$ cat src/pkg/anc_detect_pkg.sv
package anc_detect_pkg;

   // ----------------------------------------------------------------
   // Sizes and timing
   // ----------------------------------------------------------------
   localparam int NUM_CH = 4;
   localparam int NUM_TYPES = 5;
   localparam int DLY_LEN = 6;
   localparam int NUM_PID = 8;
   localparam logic [8:0] PKT_OVERHEAD = 9'h007;
   localparam logic [1:0] PID_BYTES_LAST = 2'h3;

   // ----------------------------------------------------------------
   // Packet words
   // ----------------------------------------------------------------
   localparam logic [9:0] WORD_ZERO = 10'h000;
   localparam logic [9:0] WORD_ONES = 10'h3FF;
   localparam logic [7:0] BYTE_ZERO = 8'h00;
   localparam logic [7:0] BYTE_ONES = 8'hFF;
   localparam logic [7:0] DID_PAYLOAD = 8'h41;
   localparam logic [7:0] SDID_PAYLOAD = 8'h01;
   localparam logic [7:0] DID_EDH = 8'hF4;
   localparam logic [7:0] PAYLOAD_COUNT = 8'h04;

   // ----------------------------------------------------------------
   // Register offsets and reset values
   // ----------------------------------------------------------------
   localparam logic [11:0] OFS_PID_BYTES12_DS1 = 12'h828;
   localparam logic [11:0] OFS_PID_BYTES34_DS1 = 12'h829;
   localparam logic [11:0] OFS_PID_ALT_BYTES12_DS1 = 12'h82A;
   localparam logic [11:0] OFS_PID_ALT_BYTES34_DS1 = 12'h82B;
   localparam logic [11:0] OFS_PID_BYTES12_DS2 = 12'h82C;
   localparam logic [11:0] OFS_PID_BYTES34_DS2 = 12'h82D;
   localparam logic [11:0] OFS_PID_ALT_BYTES12_DS2 = 12'h82E;
   localparam logic [11:0] OFS_PID_ALT_BYTES34_DS2 = 12'h82F;
   localparam logic [15:0] PID_RESET = 16'h0000;
   localparam logic [3:0] LINK_ID_RESET = 4'h0;
   // Index of each register pair within the payload id array, and the version bit position
   localparam int PID_BASE_DS1 = 0;
   localparam int PID_ALT_DS1 = 2;
   localparam int PID_BASE_DS2 = 4;
   localparam int PID_ALT_DS2 = 6;
   localparam int PID_VERSION_BIT = 7;

   // ----------------------------------------------------------------
   // Types
   // ----------------------------------------------------------------
   typedef enum logic [1:0] {
      MODE_SD = 2'h0,
      MODE_HD = 2'h1,
      MODE_3GA = 2'h2,
      MODE_3GB = 2'h3
   } vid_mode_t;

   typedef enum logic [7:0] {
      PS_IDLE = 8'h01,
      PS_PRE1 = 8'h02,
      PS_PRE2 = 8'h04,
      PS_DID = 8'h08,
      PS_SDID = 8'h10,
      PS_COUNT = 8'h20,
      PS_USER = 8'h40,
      PS_SUM = 8'h80
   } parse_t;

   typedef struct packed {
      logic [7:0] did;
      logic [7:0] sdid;
   } filter_t;

   typedef filter_t [NUM_TYPES-1:0] filter_set_t;
   typedef logic [NUM_CH-1:0][9:0] words_t;
   typedef logic [NUM_PID-1:0][15:0] pid_regs_t;

   typedef struct packed {
      parse_t st;
      logic [7:0] did;
      logic [7:0] rem;
      logic [8:0] sum;
      logic keep;
      logic pid;
      logic [1:0] idx;
      logic [3:0][7:0] bytes;
      logic [8:0] frem;
      logic [DLY_LEN-1:0][9:0] dly;
   } chan_t;

   typedef struct packed {
      logic [1:0] luma;
      logic [1:0] chroma;
      logic [1:0] luma_sticky;
      logic [1:0] chroma_sticky;
   } faults_t;

endpackage : anc_detect_pkg

$ cat src/design/ancillary_data_detector.sv
`timescale 1ns/10ps

module ancillary_data_detector
   import anc_detect_pkg::*;
(
   input wire logic clk,
   input wire logic reset,
   input wire vid_mode_t mode,
   input wire logic bus_10bit,
   input wire logic eight_bit,
   input wire words_t video_in,
   input wire filter_set_t [1:0] packet_type_filters,
   input wire logic extraction_stream_select,
   input wire logic extraction_channel_select,
   input wire logic locked,
   input wire logic std_change,
   input wire logic frame_start,
   input wire logic [1:0] status_write,
   input wire logic [1:0] sticky_read,
   output words_t video_out,
   output logic anc_flag_stream_one,
   output logic anc_flag_stream_two,
   output pid_regs_t payload_id,
   output logic [3:0] link_id,
   output logic [1:0] luma_sum_fault,
   output logic [1:0] chroma_sum_fault,
   output logic [1:0] luma_sum_fault_sticky,
   output logic [1:0] chroma_sum_fault_sticky
);

   // ----------------------------------------------------------------
   // State
   // ----------------------------------------------------------------
   typedef struct packed {
      chan_t [NUM_CH-1:0] ch;
      logic flag_one;
      logic flag_two;
      pid_regs_t pid;
      logic [3:0] link_id;
      faults_t flt;
   } state_t;

   state_t s_q;
   state_t s_d;
   chan_t [NUM_CH-1:0] ch_d;
   logic [NUM_CH-1:0] ch_en;
   logic [NUM_CH-1:0] sum_err;
   logic [NUM_CH-1:0] pid_ok;
   logic [NUM_CH-1:0] flag_d;
   logic [1:0] any_prog;

   always_comb begin
      ch_en[0] = 1'b1;
      ch_en[1] = (mode != MODE_SD);
      ch_en[2] = (mode == MODE_3GB);
      ch_en[3] = (mode == MODE_3GB);
   end

   // Filter set in use per channel
   // second filter set
   function automatic logic set_of(input int i, input vid_mode_t m);
      set_of = (m == MODE_3GB) && (i >= 2);
   endfunction : set_of

   always_comb begin
      for (int k = 0; k < 2; k++) begin
         any_prog[k] = 1'b0;
         for (int t = 0; t < NUM_TYPES; t++) begin
            any_prog[k] = any_prog[k] ||
               (packet_type_filters[k][t] != '0);
         end
      end
   end

   // ----------------------------------------------------------------
   // Per channel packet parser
   // ----------------------------------------------------------------
   generate
      for (genvar i = 0; i < NUM_CH; i++) begin : g_ch
         logic w_zero;
         logic w_ones;
         logic [9:0] w;
         logic type_hit;
         logic forced;
         logic [9:0] expect_cs;
         filter_set_t fs;

         assign w = video_in[i];
         assign fs = packet_type_filters[set_of(i, mode)];
         assign expect_cs = {~s_q.ch[i].sum[8], s_q.ch[i].sum};

         always_comb begin
            if (eight_bit) begin
               w_zero = (w[9:2] == BYTE_ZERO);
               w_ones = (w[9:2] == BYTE_ONES);
            end else begin
               w_zero = (w == WORD_ZERO);
               w_ones = (w == WORD_ONES);
            end
         end

         always_comb begin
            type_hit = !any_prog[set_of(i, mode)];
            for (int t = 0; t < NUM_TYPES; t++) begin
               if ((fs[t] != '0) &&
                   (fs[t].did == BYTE_ZERO ||
                    fs[t].did == s_q.ch[i].did) &&
                   (fs[t].sdid == BYTE_ZERO ||
                    fs[t].sdid == w[7:0])) begin
                  type_hit = 1'b1;
               end
            end
         end

         // payload id and EDH always kept
         assign forced = (s_q.ch[i].did == DID_EDH) ||
            (s_q.ch[i].did == DID_PAYLOAD && w[7:0] == SDID_PAYLOAD);

         always_comb begin
            ch_d[i] = s_q.ch[i];
            sum_err[i] = 1'b0;
            pid_ok[i] = 1'b0;
            ch_d[i].dly = {s_q.ch[i].dly[DLY_LEN-2:0], w};
            if (s_q.ch[i].frem != '0) begin
               ch_d[i].frem = s_q.ch[i].frem - 9'h001;
            end
            case (s_q.ch[i].st)
               PS_IDLE: begin
                  if (w_zero) begin
                     ch_d[i].st = PS_PRE1;
                  end
               end
               PS_PRE1: begin
                  if (w_ones) begin
                     ch_d[i].st = PS_PRE2;
                  end else if (!w_zero) begin
                     ch_d[i].st = PS_IDLE;
                  end
               end
               PS_PRE2: begin
                  if (w_ones) begin
                     ch_d[i].st = PS_DID;
                  end else if (w_zero) begin
                     ch_d[i].st = PS_PRE1;
                  end else begin
                     ch_d[i].st = PS_IDLE;
                  end
               end
               PS_DID: begin
                  ch_d[i].did = w[7:0];
                  ch_d[i].sum = w[8:0];
                  ch_d[i].st = PS_SDID;
               end
               PS_SDID: begin
                  ch_d[i].sum = s_q.ch[i].sum + w[8:0];
                  ch_d[i].keep = type_hit || forced;
                  ch_d[i].pid = (s_q.ch[i].did == DID_PAYLOAD) &&
                     (w[7:0] == SDID_PAYLOAD);
                  ch_d[i].st = PS_COUNT;
               end
               PS_COUNT: begin
                  ch_d[i].sum = s_q.ch[i].sum + w[8:0];
                  ch_d[i].rem = w[7:0];
                  ch_d[i].idx = '0;
                  ch_d[i].pid = s_q.ch[i].pid &&
                     (w[7:0] == PAYLOAD_COUNT);
                  if (s_q.ch[i].keep) begin
                     ch_d[i].frem = PKT_OVERHEAD + {1'b0, w[7:0]};
                  end
                  if (w[7:0] == BYTE_ZERO) begin
                     ch_d[i].st = PS_SUM;
                  end else begin
                     ch_d[i].st = PS_USER;
                  end
               end
               PS_USER: begin
                  ch_d[i].sum = s_q.ch[i].sum + w[8:0];
                  ch_d[i].rem = s_q.ch[i].rem - 8'h01;
                  ch_d[i].bytes[s_q.ch[i].idx] = w[7:0];
                  if (s_q.ch[i].idx != PID_BYTES_LAST) begin
                     ch_d[i].idx = s_q.ch[i].idx + 2'h1;
                  end
                  if (s_q.ch[i].rem == 8'h01) begin
                     ch_d[i].st = PS_SUM;
                  end
               end
               PS_SUM: begin
                  sum_err[i] = s_q.ch[i].keep && (w != expect_cs);
                  pid_ok[i] = s_q.ch[i].pid && (w == expect_cs);
                  ch_d[i].st = PS_IDLE;
               end
               default: begin
                  ch_d[i].st = PS_IDLE;
               end
            endcase
            // only channels in use are searched
            if (!ch_en[i]) begin
               ch_d[i].st = PS_IDLE;
               ch_d[i].frem = '0;
               sum_err[i] = 1'b0;
               pid_ok[i] = 1'b0;
            end
            flag_d[i] = (ch_d[i].frem != '0);
         end
      end
   endgenerate

   // ----------------------------------------------------------------
   // Flags, payload registers and fault status
   // ----------------------------------------------------------------
   always_comb begin
      logic [1:0] y_evt;
      logic [1:0] c_evt;
      logic [1:0] clr;
      s_d = s_q;
      y_evt = '0;
      c_evt = '0;
      clr = '0;
      s_d.ch = ch_d;

      case (mode)
         MODE_SD: begin
            s_d.flag_one = flag_d[0];
            s_d.flag_two = 1'b0;
         end
         MODE_3GB: begin
            if (bus_10bit) begin
               if (extraction_channel_select) begin
                  s_d.flag_one = flag_d[0];
                  s_d.flag_two = flag_d[2];
               end else if (extraction_stream_select) begin
                  s_d.flag_one = flag_d[2];
                  s_d.flag_two = flag_d[3];
               end else begin
                  s_d.flag_one = flag_d[0];
                  s_d.flag_two = flag_d[1];
               end
            end else begin
               s_d.flag_one = flag_d[0] | flag_d[1];
               s_d.flag_two = flag_d[2] | flag_d[3];
            end
         end
         default: begin
            s_d.flag_one = flag_d[0];
            s_d.flag_two = flag_d[1];
         end
      endcase

      // payload bytes, version in byte 1 bit 7
      for (int i = 0; i < NUM_CH; i++) begin
         if (pid_ok[i]) begin
            s_d.pid[2*i] = {ch_d[i].bytes[1], ch_d[i].bytes[0]};
            s_d.pid[2*i+1] = {ch_d[i].bytes[3], ch_d[i].bytes[2]};
         end
      end
      if (pid_ok[0]) begin
         s_d.link_id = ch_d[0].bytes[3][7:4];
      end

      y_evt[0] = sum_err[0];
      c_evt[0] = sum_err[1];
      y_evt[1] = sum_err[2];
      c_evt[1] = sum_err[3];

      // clear sources; a new fault wins
      for (int k = 0; k < 2; k++) begin
         clr[k] = status_write[k] || !locked || std_change ||
            frame_start;
         s_d.flt.luma[k] = y_evt[k] ||
            (s_q.flt.luma[k] && !clr[k]);
         s_d.flt.chroma[k] = c_evt[k] ||
            (s_q.flt.chroma[k] && !clr[k]);
         s_d.flt.luma_sticky[k] = y_evt[k] ||
            (s_q.flt.luma_sticky[k] && !sticky_read[k]);
         s_d.flt.chroma_sticky[k] = c_evt[k] ||
            (s_q.flt.chroma_sticky[k] && !sticky_read[k]);
      end
   end

   // reset clears flags, faults and payload registers
   always_ff @(posedge clk) begin
      if (reset) begin
         s_q <= '0;
         for (int i = 0; i < NUM_CH; i++) begin
            s_q.ch[i].st <= PS_IDLE;
         end
         s_q.pid <= {NUM_PID{PID_RESET}};
         s_q.link_id <= LINK_ID_RESET;
      end else begin
         s_q <= s_d;
      end
   end

   // ----------------------------------------------------------------
   // Outputs
   // ----------------------------------------------------------------
   always_comb begin
      for (int i = 0; i < NUM_CH; i++) begin
         video_out[i] = s_q.ch[i].dly[DLY_LEN-1];
      end
   end

   assign anc_flag_stream_one = s_q.flag_one;
   assign anc_flag_stream_two = s_q.flag_two;
   assign payload_id = s_q.pid;
   assign link_id = s_q.link_id;
   assign luma_sum_fault = s_q.flt.luma;
   assign chroma_sum_fault = s_q.flt.chroma;
   assign luma_sum_fault_sticky = s_q.flt.luma_sticky;
   assign chroma_sum_fault_sticky = s_q.flt.chroma_sticky;

endmodule : ancillary_data_detector

$ cat config.mk
export PLATFORM = sky130hd
export DESIGN_NAME = ancillary_data_detector
export DESIGN_NICKNAME = d
export VERILOG_FILES = /design/src/pkg/anc_detect_pkg.sv /design/src/design/ancillary_data_detector.sv
export SDC_FILE = /design/constraint.sdc
export NUM_CORES = 2
export LEC_CHECK = 0
export BUFFER_PORTS_ARGS = -buffer_cell sky130_fd_sc_hd__buf_2
export CAP_MARGIN = 20
export CELL_PAD_IN_SITES_DETAIL_PLACEMENT = 1
export CELL_PAD_IN_SITES_GLOBAL_PLACEMENT = 2
export CORE_MARGIN = 5
export CORE_UTILIZATION = 39
export DETAILED_ROUTE_END_ITERATION = 10
export HOLD_SLACK_MARGIN = 0.12
export PLACE_DENSITY = 0.83
export RECOVER_POWER = 50
export SLEW_MARGIN = 10
export SYNTH_ARGS = -nofsm -noshare
export SYNTH_HDL_FRONTEND = slang
export SYNTH_SLANG_ARGS = --single-unit
$ cat constraint.sdc
create_clock -name clk -period 3.9 [get_ports clk]
set_input_delay 0 -clock clk [delete_from_list [all_inputs] [get_ports clk]]
set_output_delay 0 -clock clk [all_outputs]
set_load 0.05 [all_outputs]
==> impl_results.md <==
* PD cells at around 450 nW/µm²
* Layout cells sized above 1 at 10.0%
* Mapped Area at 33800 µm²
* Clock root buffer: clkbuf_16
* WP data required at 4.39 ns
* Critical Path AT at 4.14 ns
* Cell taking the most area after synthesis: dfxtp_1
* First-pass GRT wire length at 181000 µm
* FFs w/ async S/R, synth at 0%
* Total nets after synthesis at 4222
* Crit path kind: input port to register
* Area growth, synth to finish at 13.8%
* Max_slew headroom at -47.7%
* Maximum fanout along the worst path at 57
* Cells after Synth at between 3000 and 4000
* Fin. max-slew vios at 581
* CTS sink count at 690
* Hold Path Class: input port to register
* CTS resizes at 0
* Reg clk slew, reported paths at 0.06 ns
* Router iterations before antenna repair at 5
* Final setup vio count at 0
* Core Region at between 80000 and 90000 µm²
* Synth Flop Type: dfxtp_1
* Via count at 28700
* Static Leak at 14.6 nW
* Die Y at 305 µm
* VDD IR max at about 0.00035 V
* Clock skew at 0.0344 ns
* Largest stage delay on the critical path at 0.77 ns
* Total gr overflow at 0
* Total GRT Usage at 25.0%
* Syn avg cell area at 8.62 µm²
* Post-route clock period utilization at roughly 94%
* Final wirelength at approximately 120000 µm
* Largest cells by area after synthesis: dfxtp_1, xnor2_1, mux2i_1
* Fin crit period at 3.65 ns
* H-tree Lvls at 3
* Initial DRC Count at 1923
* Pwr Total at 17.2 mW
* IO Port Bufs at 396
* DP HPWL at around 88000 µm
* Die Area at 92700 µm²
* Antenna-violating nets left at 0
* Placer Congestion at 0.988
* Drt drc at 0
* Worst-Skew Late Latency at 0.64 ns
* Post-synthesis sequential area ratio at 40.8%
* CTS tree: yes
* Area share of the largest cell type after synthesis at 40.8%
* Largest net degree at the start of global routing at between 150 and 200
* Die X at about 300 µm
* Initial core utilization at between 30 and 40%
* Post-synth top cells: dfxtp_1, nor2_1, xnor2_1
* Initial antenna violation count at 36
* CTS max path bufs at 3
* Hold buffers post-CTS at 62
* Total CTS buffers at between 70 and 80
* Count leader, synth: dfxtp_1
* Distinct cells, synth at 78
* # rows at 108
* Status: complete, but fails checks
* Maximum clock frequency at between 200 and 300 MHz
* Setup Buffers After CTS at 0
* Slew at the pin with the worst max-slew slack at 2.22 ns
* Yosys reg bits at 690
* Post-synth EDFFs at 0
* Crit start category: input port
* Max_cap viols at 5
* Vias in the first global route at 29000
* RSZ-0062 raised after global routing: no
* Vias per cell at around 5.4
* Fin Setup TNS at 0 ns
* CP Cell Sequence: dlygate4sd3_1 -> clkbuf_1 -> ha_4 -> buf_12 -> inv_1 -> nor4_1 -> nand4_1 -> nor4_1 -> nand4_1 -> dlygate4sd3_1 -> o21ai_0 -> nor3_1 -> a221oi_1
* Syn. warnings at 0
* Failing checks: max-capacitance violations, max-slew violations
* Slowest CP cell: ha_4
* Post-layout nets at 4393
* Crit end category: register
* Wire length per cell at 22.7 µm
* Final Hold Vio Count at 0
* IO Pins at 397
worst max-delay path: cells and delay by family:
kind,cells,cell delay (ns)
AOI/OAI and AO/OA,2,0.39
buffers and inverters,5,1.79
and+or+nand+nor,5,1.07
adders and majority gates,1,0.77
report_power, final:
group	internal [mW]	switching, mW	leakage [nW]
sequential	7.20	0.110	5.58
combinational	0.924	1.44	7.72
clock	4.37	3.13	1.30
total	12.5	4.67	14.6
registers in the layout (all words and copies together), names as in the netlist, 2 cells and up:
register and flops:
video_out 40, luma_sum_fault_sticky 2, chroma_sum_fault 2, chroma_sum_fault_sticky 2
s_q 276, g_ch.expect_cs 36, payload_id 128, luma_sum_fault 2
ch_d 200
layout make-up:
type / instances / area, µm²
diodes: 18 / 45.0
multi-input cells: 2757 / 17600
well taps: 1155 / 1450
repair buffers: 501 / 2730
flip-flops and latches: 690 / 13800
clock inverters: 31 / 383
inverters: 68 / 255
fillers: 10200 / 48000
clock buffers: 112 / 2270
cells by family after synthesis:
logic type	count (synthesis)	share of synthesized area [%]
multiplexers	207	6.13
adder cells (fa/ha/maj)	82	3.12
flip-flops	690	40.8
AO/OA/AOI/OAI	564	9.96
AND/OR/NAND/NOR	1520	22.6
buffers and inverters	478	7.37
XOR/XNOR	384	9.94
through the flow:
stage	cells	util (%)	setup slack, ns	area [µm²]	hold WS [ns]
2_1_floorplan	3925	-	1.34	33800	0.128
3_3_place_gp	5109	41.0	0.888	35500	0.279
3_5_place_dp	5109	41.0	0.830	35500	0.286
4_1_cts	5314	44.8	0.393	38700	0.127
5_1_grt	5315	44.5	0.0890	38500	0.213
6_report	5332	44.5	0.253	38500	0.181
worst paths after layout:
| path | start | cells past startpoint | slack (ns) | to |
|---|---|---|---|---|
| max | mode[1] | 13 | 0.25 | s_q[522] |
| min | packet_type_filters[39] | 6 | 0.18 | s_q[246] |
| max reg2reg | s_q[202] | 11 | 0.31 | anc_flag_stream_one |
| min reg2reg | ch_d[153] | 1 | 0.41 | ch_d[163] |
routing by layer:
metal	track usage, %	wire [µm]	vias to the layer above
met5	0	143	-
met4	8.74	4380	24
met3	5.66	8740	235
met2	39.5	53400	831
met1	33.7	54300	14000
li1	-	-	13600
layout by cell type (no fill, tap or decap), types with 37 or more instances in the layout:
master           n
nor2_1         531
nand3_1         50
nand2_1        242
nor4_1         106
buf_4           37
nand4_1         78
clkbuf_16       78
inv_1           68
ha_1            77
mux2i_1        206
buf_2          209
xnor2_1        366
dfxtp_1        690
nor3_1          78
dlygate4sd3_1   62
a21oi_1        293
nor2b_1        247
a211oi_1        49
o21ai_0         74
clkbuf_1       201
Power figures use the tool's default switching activity.
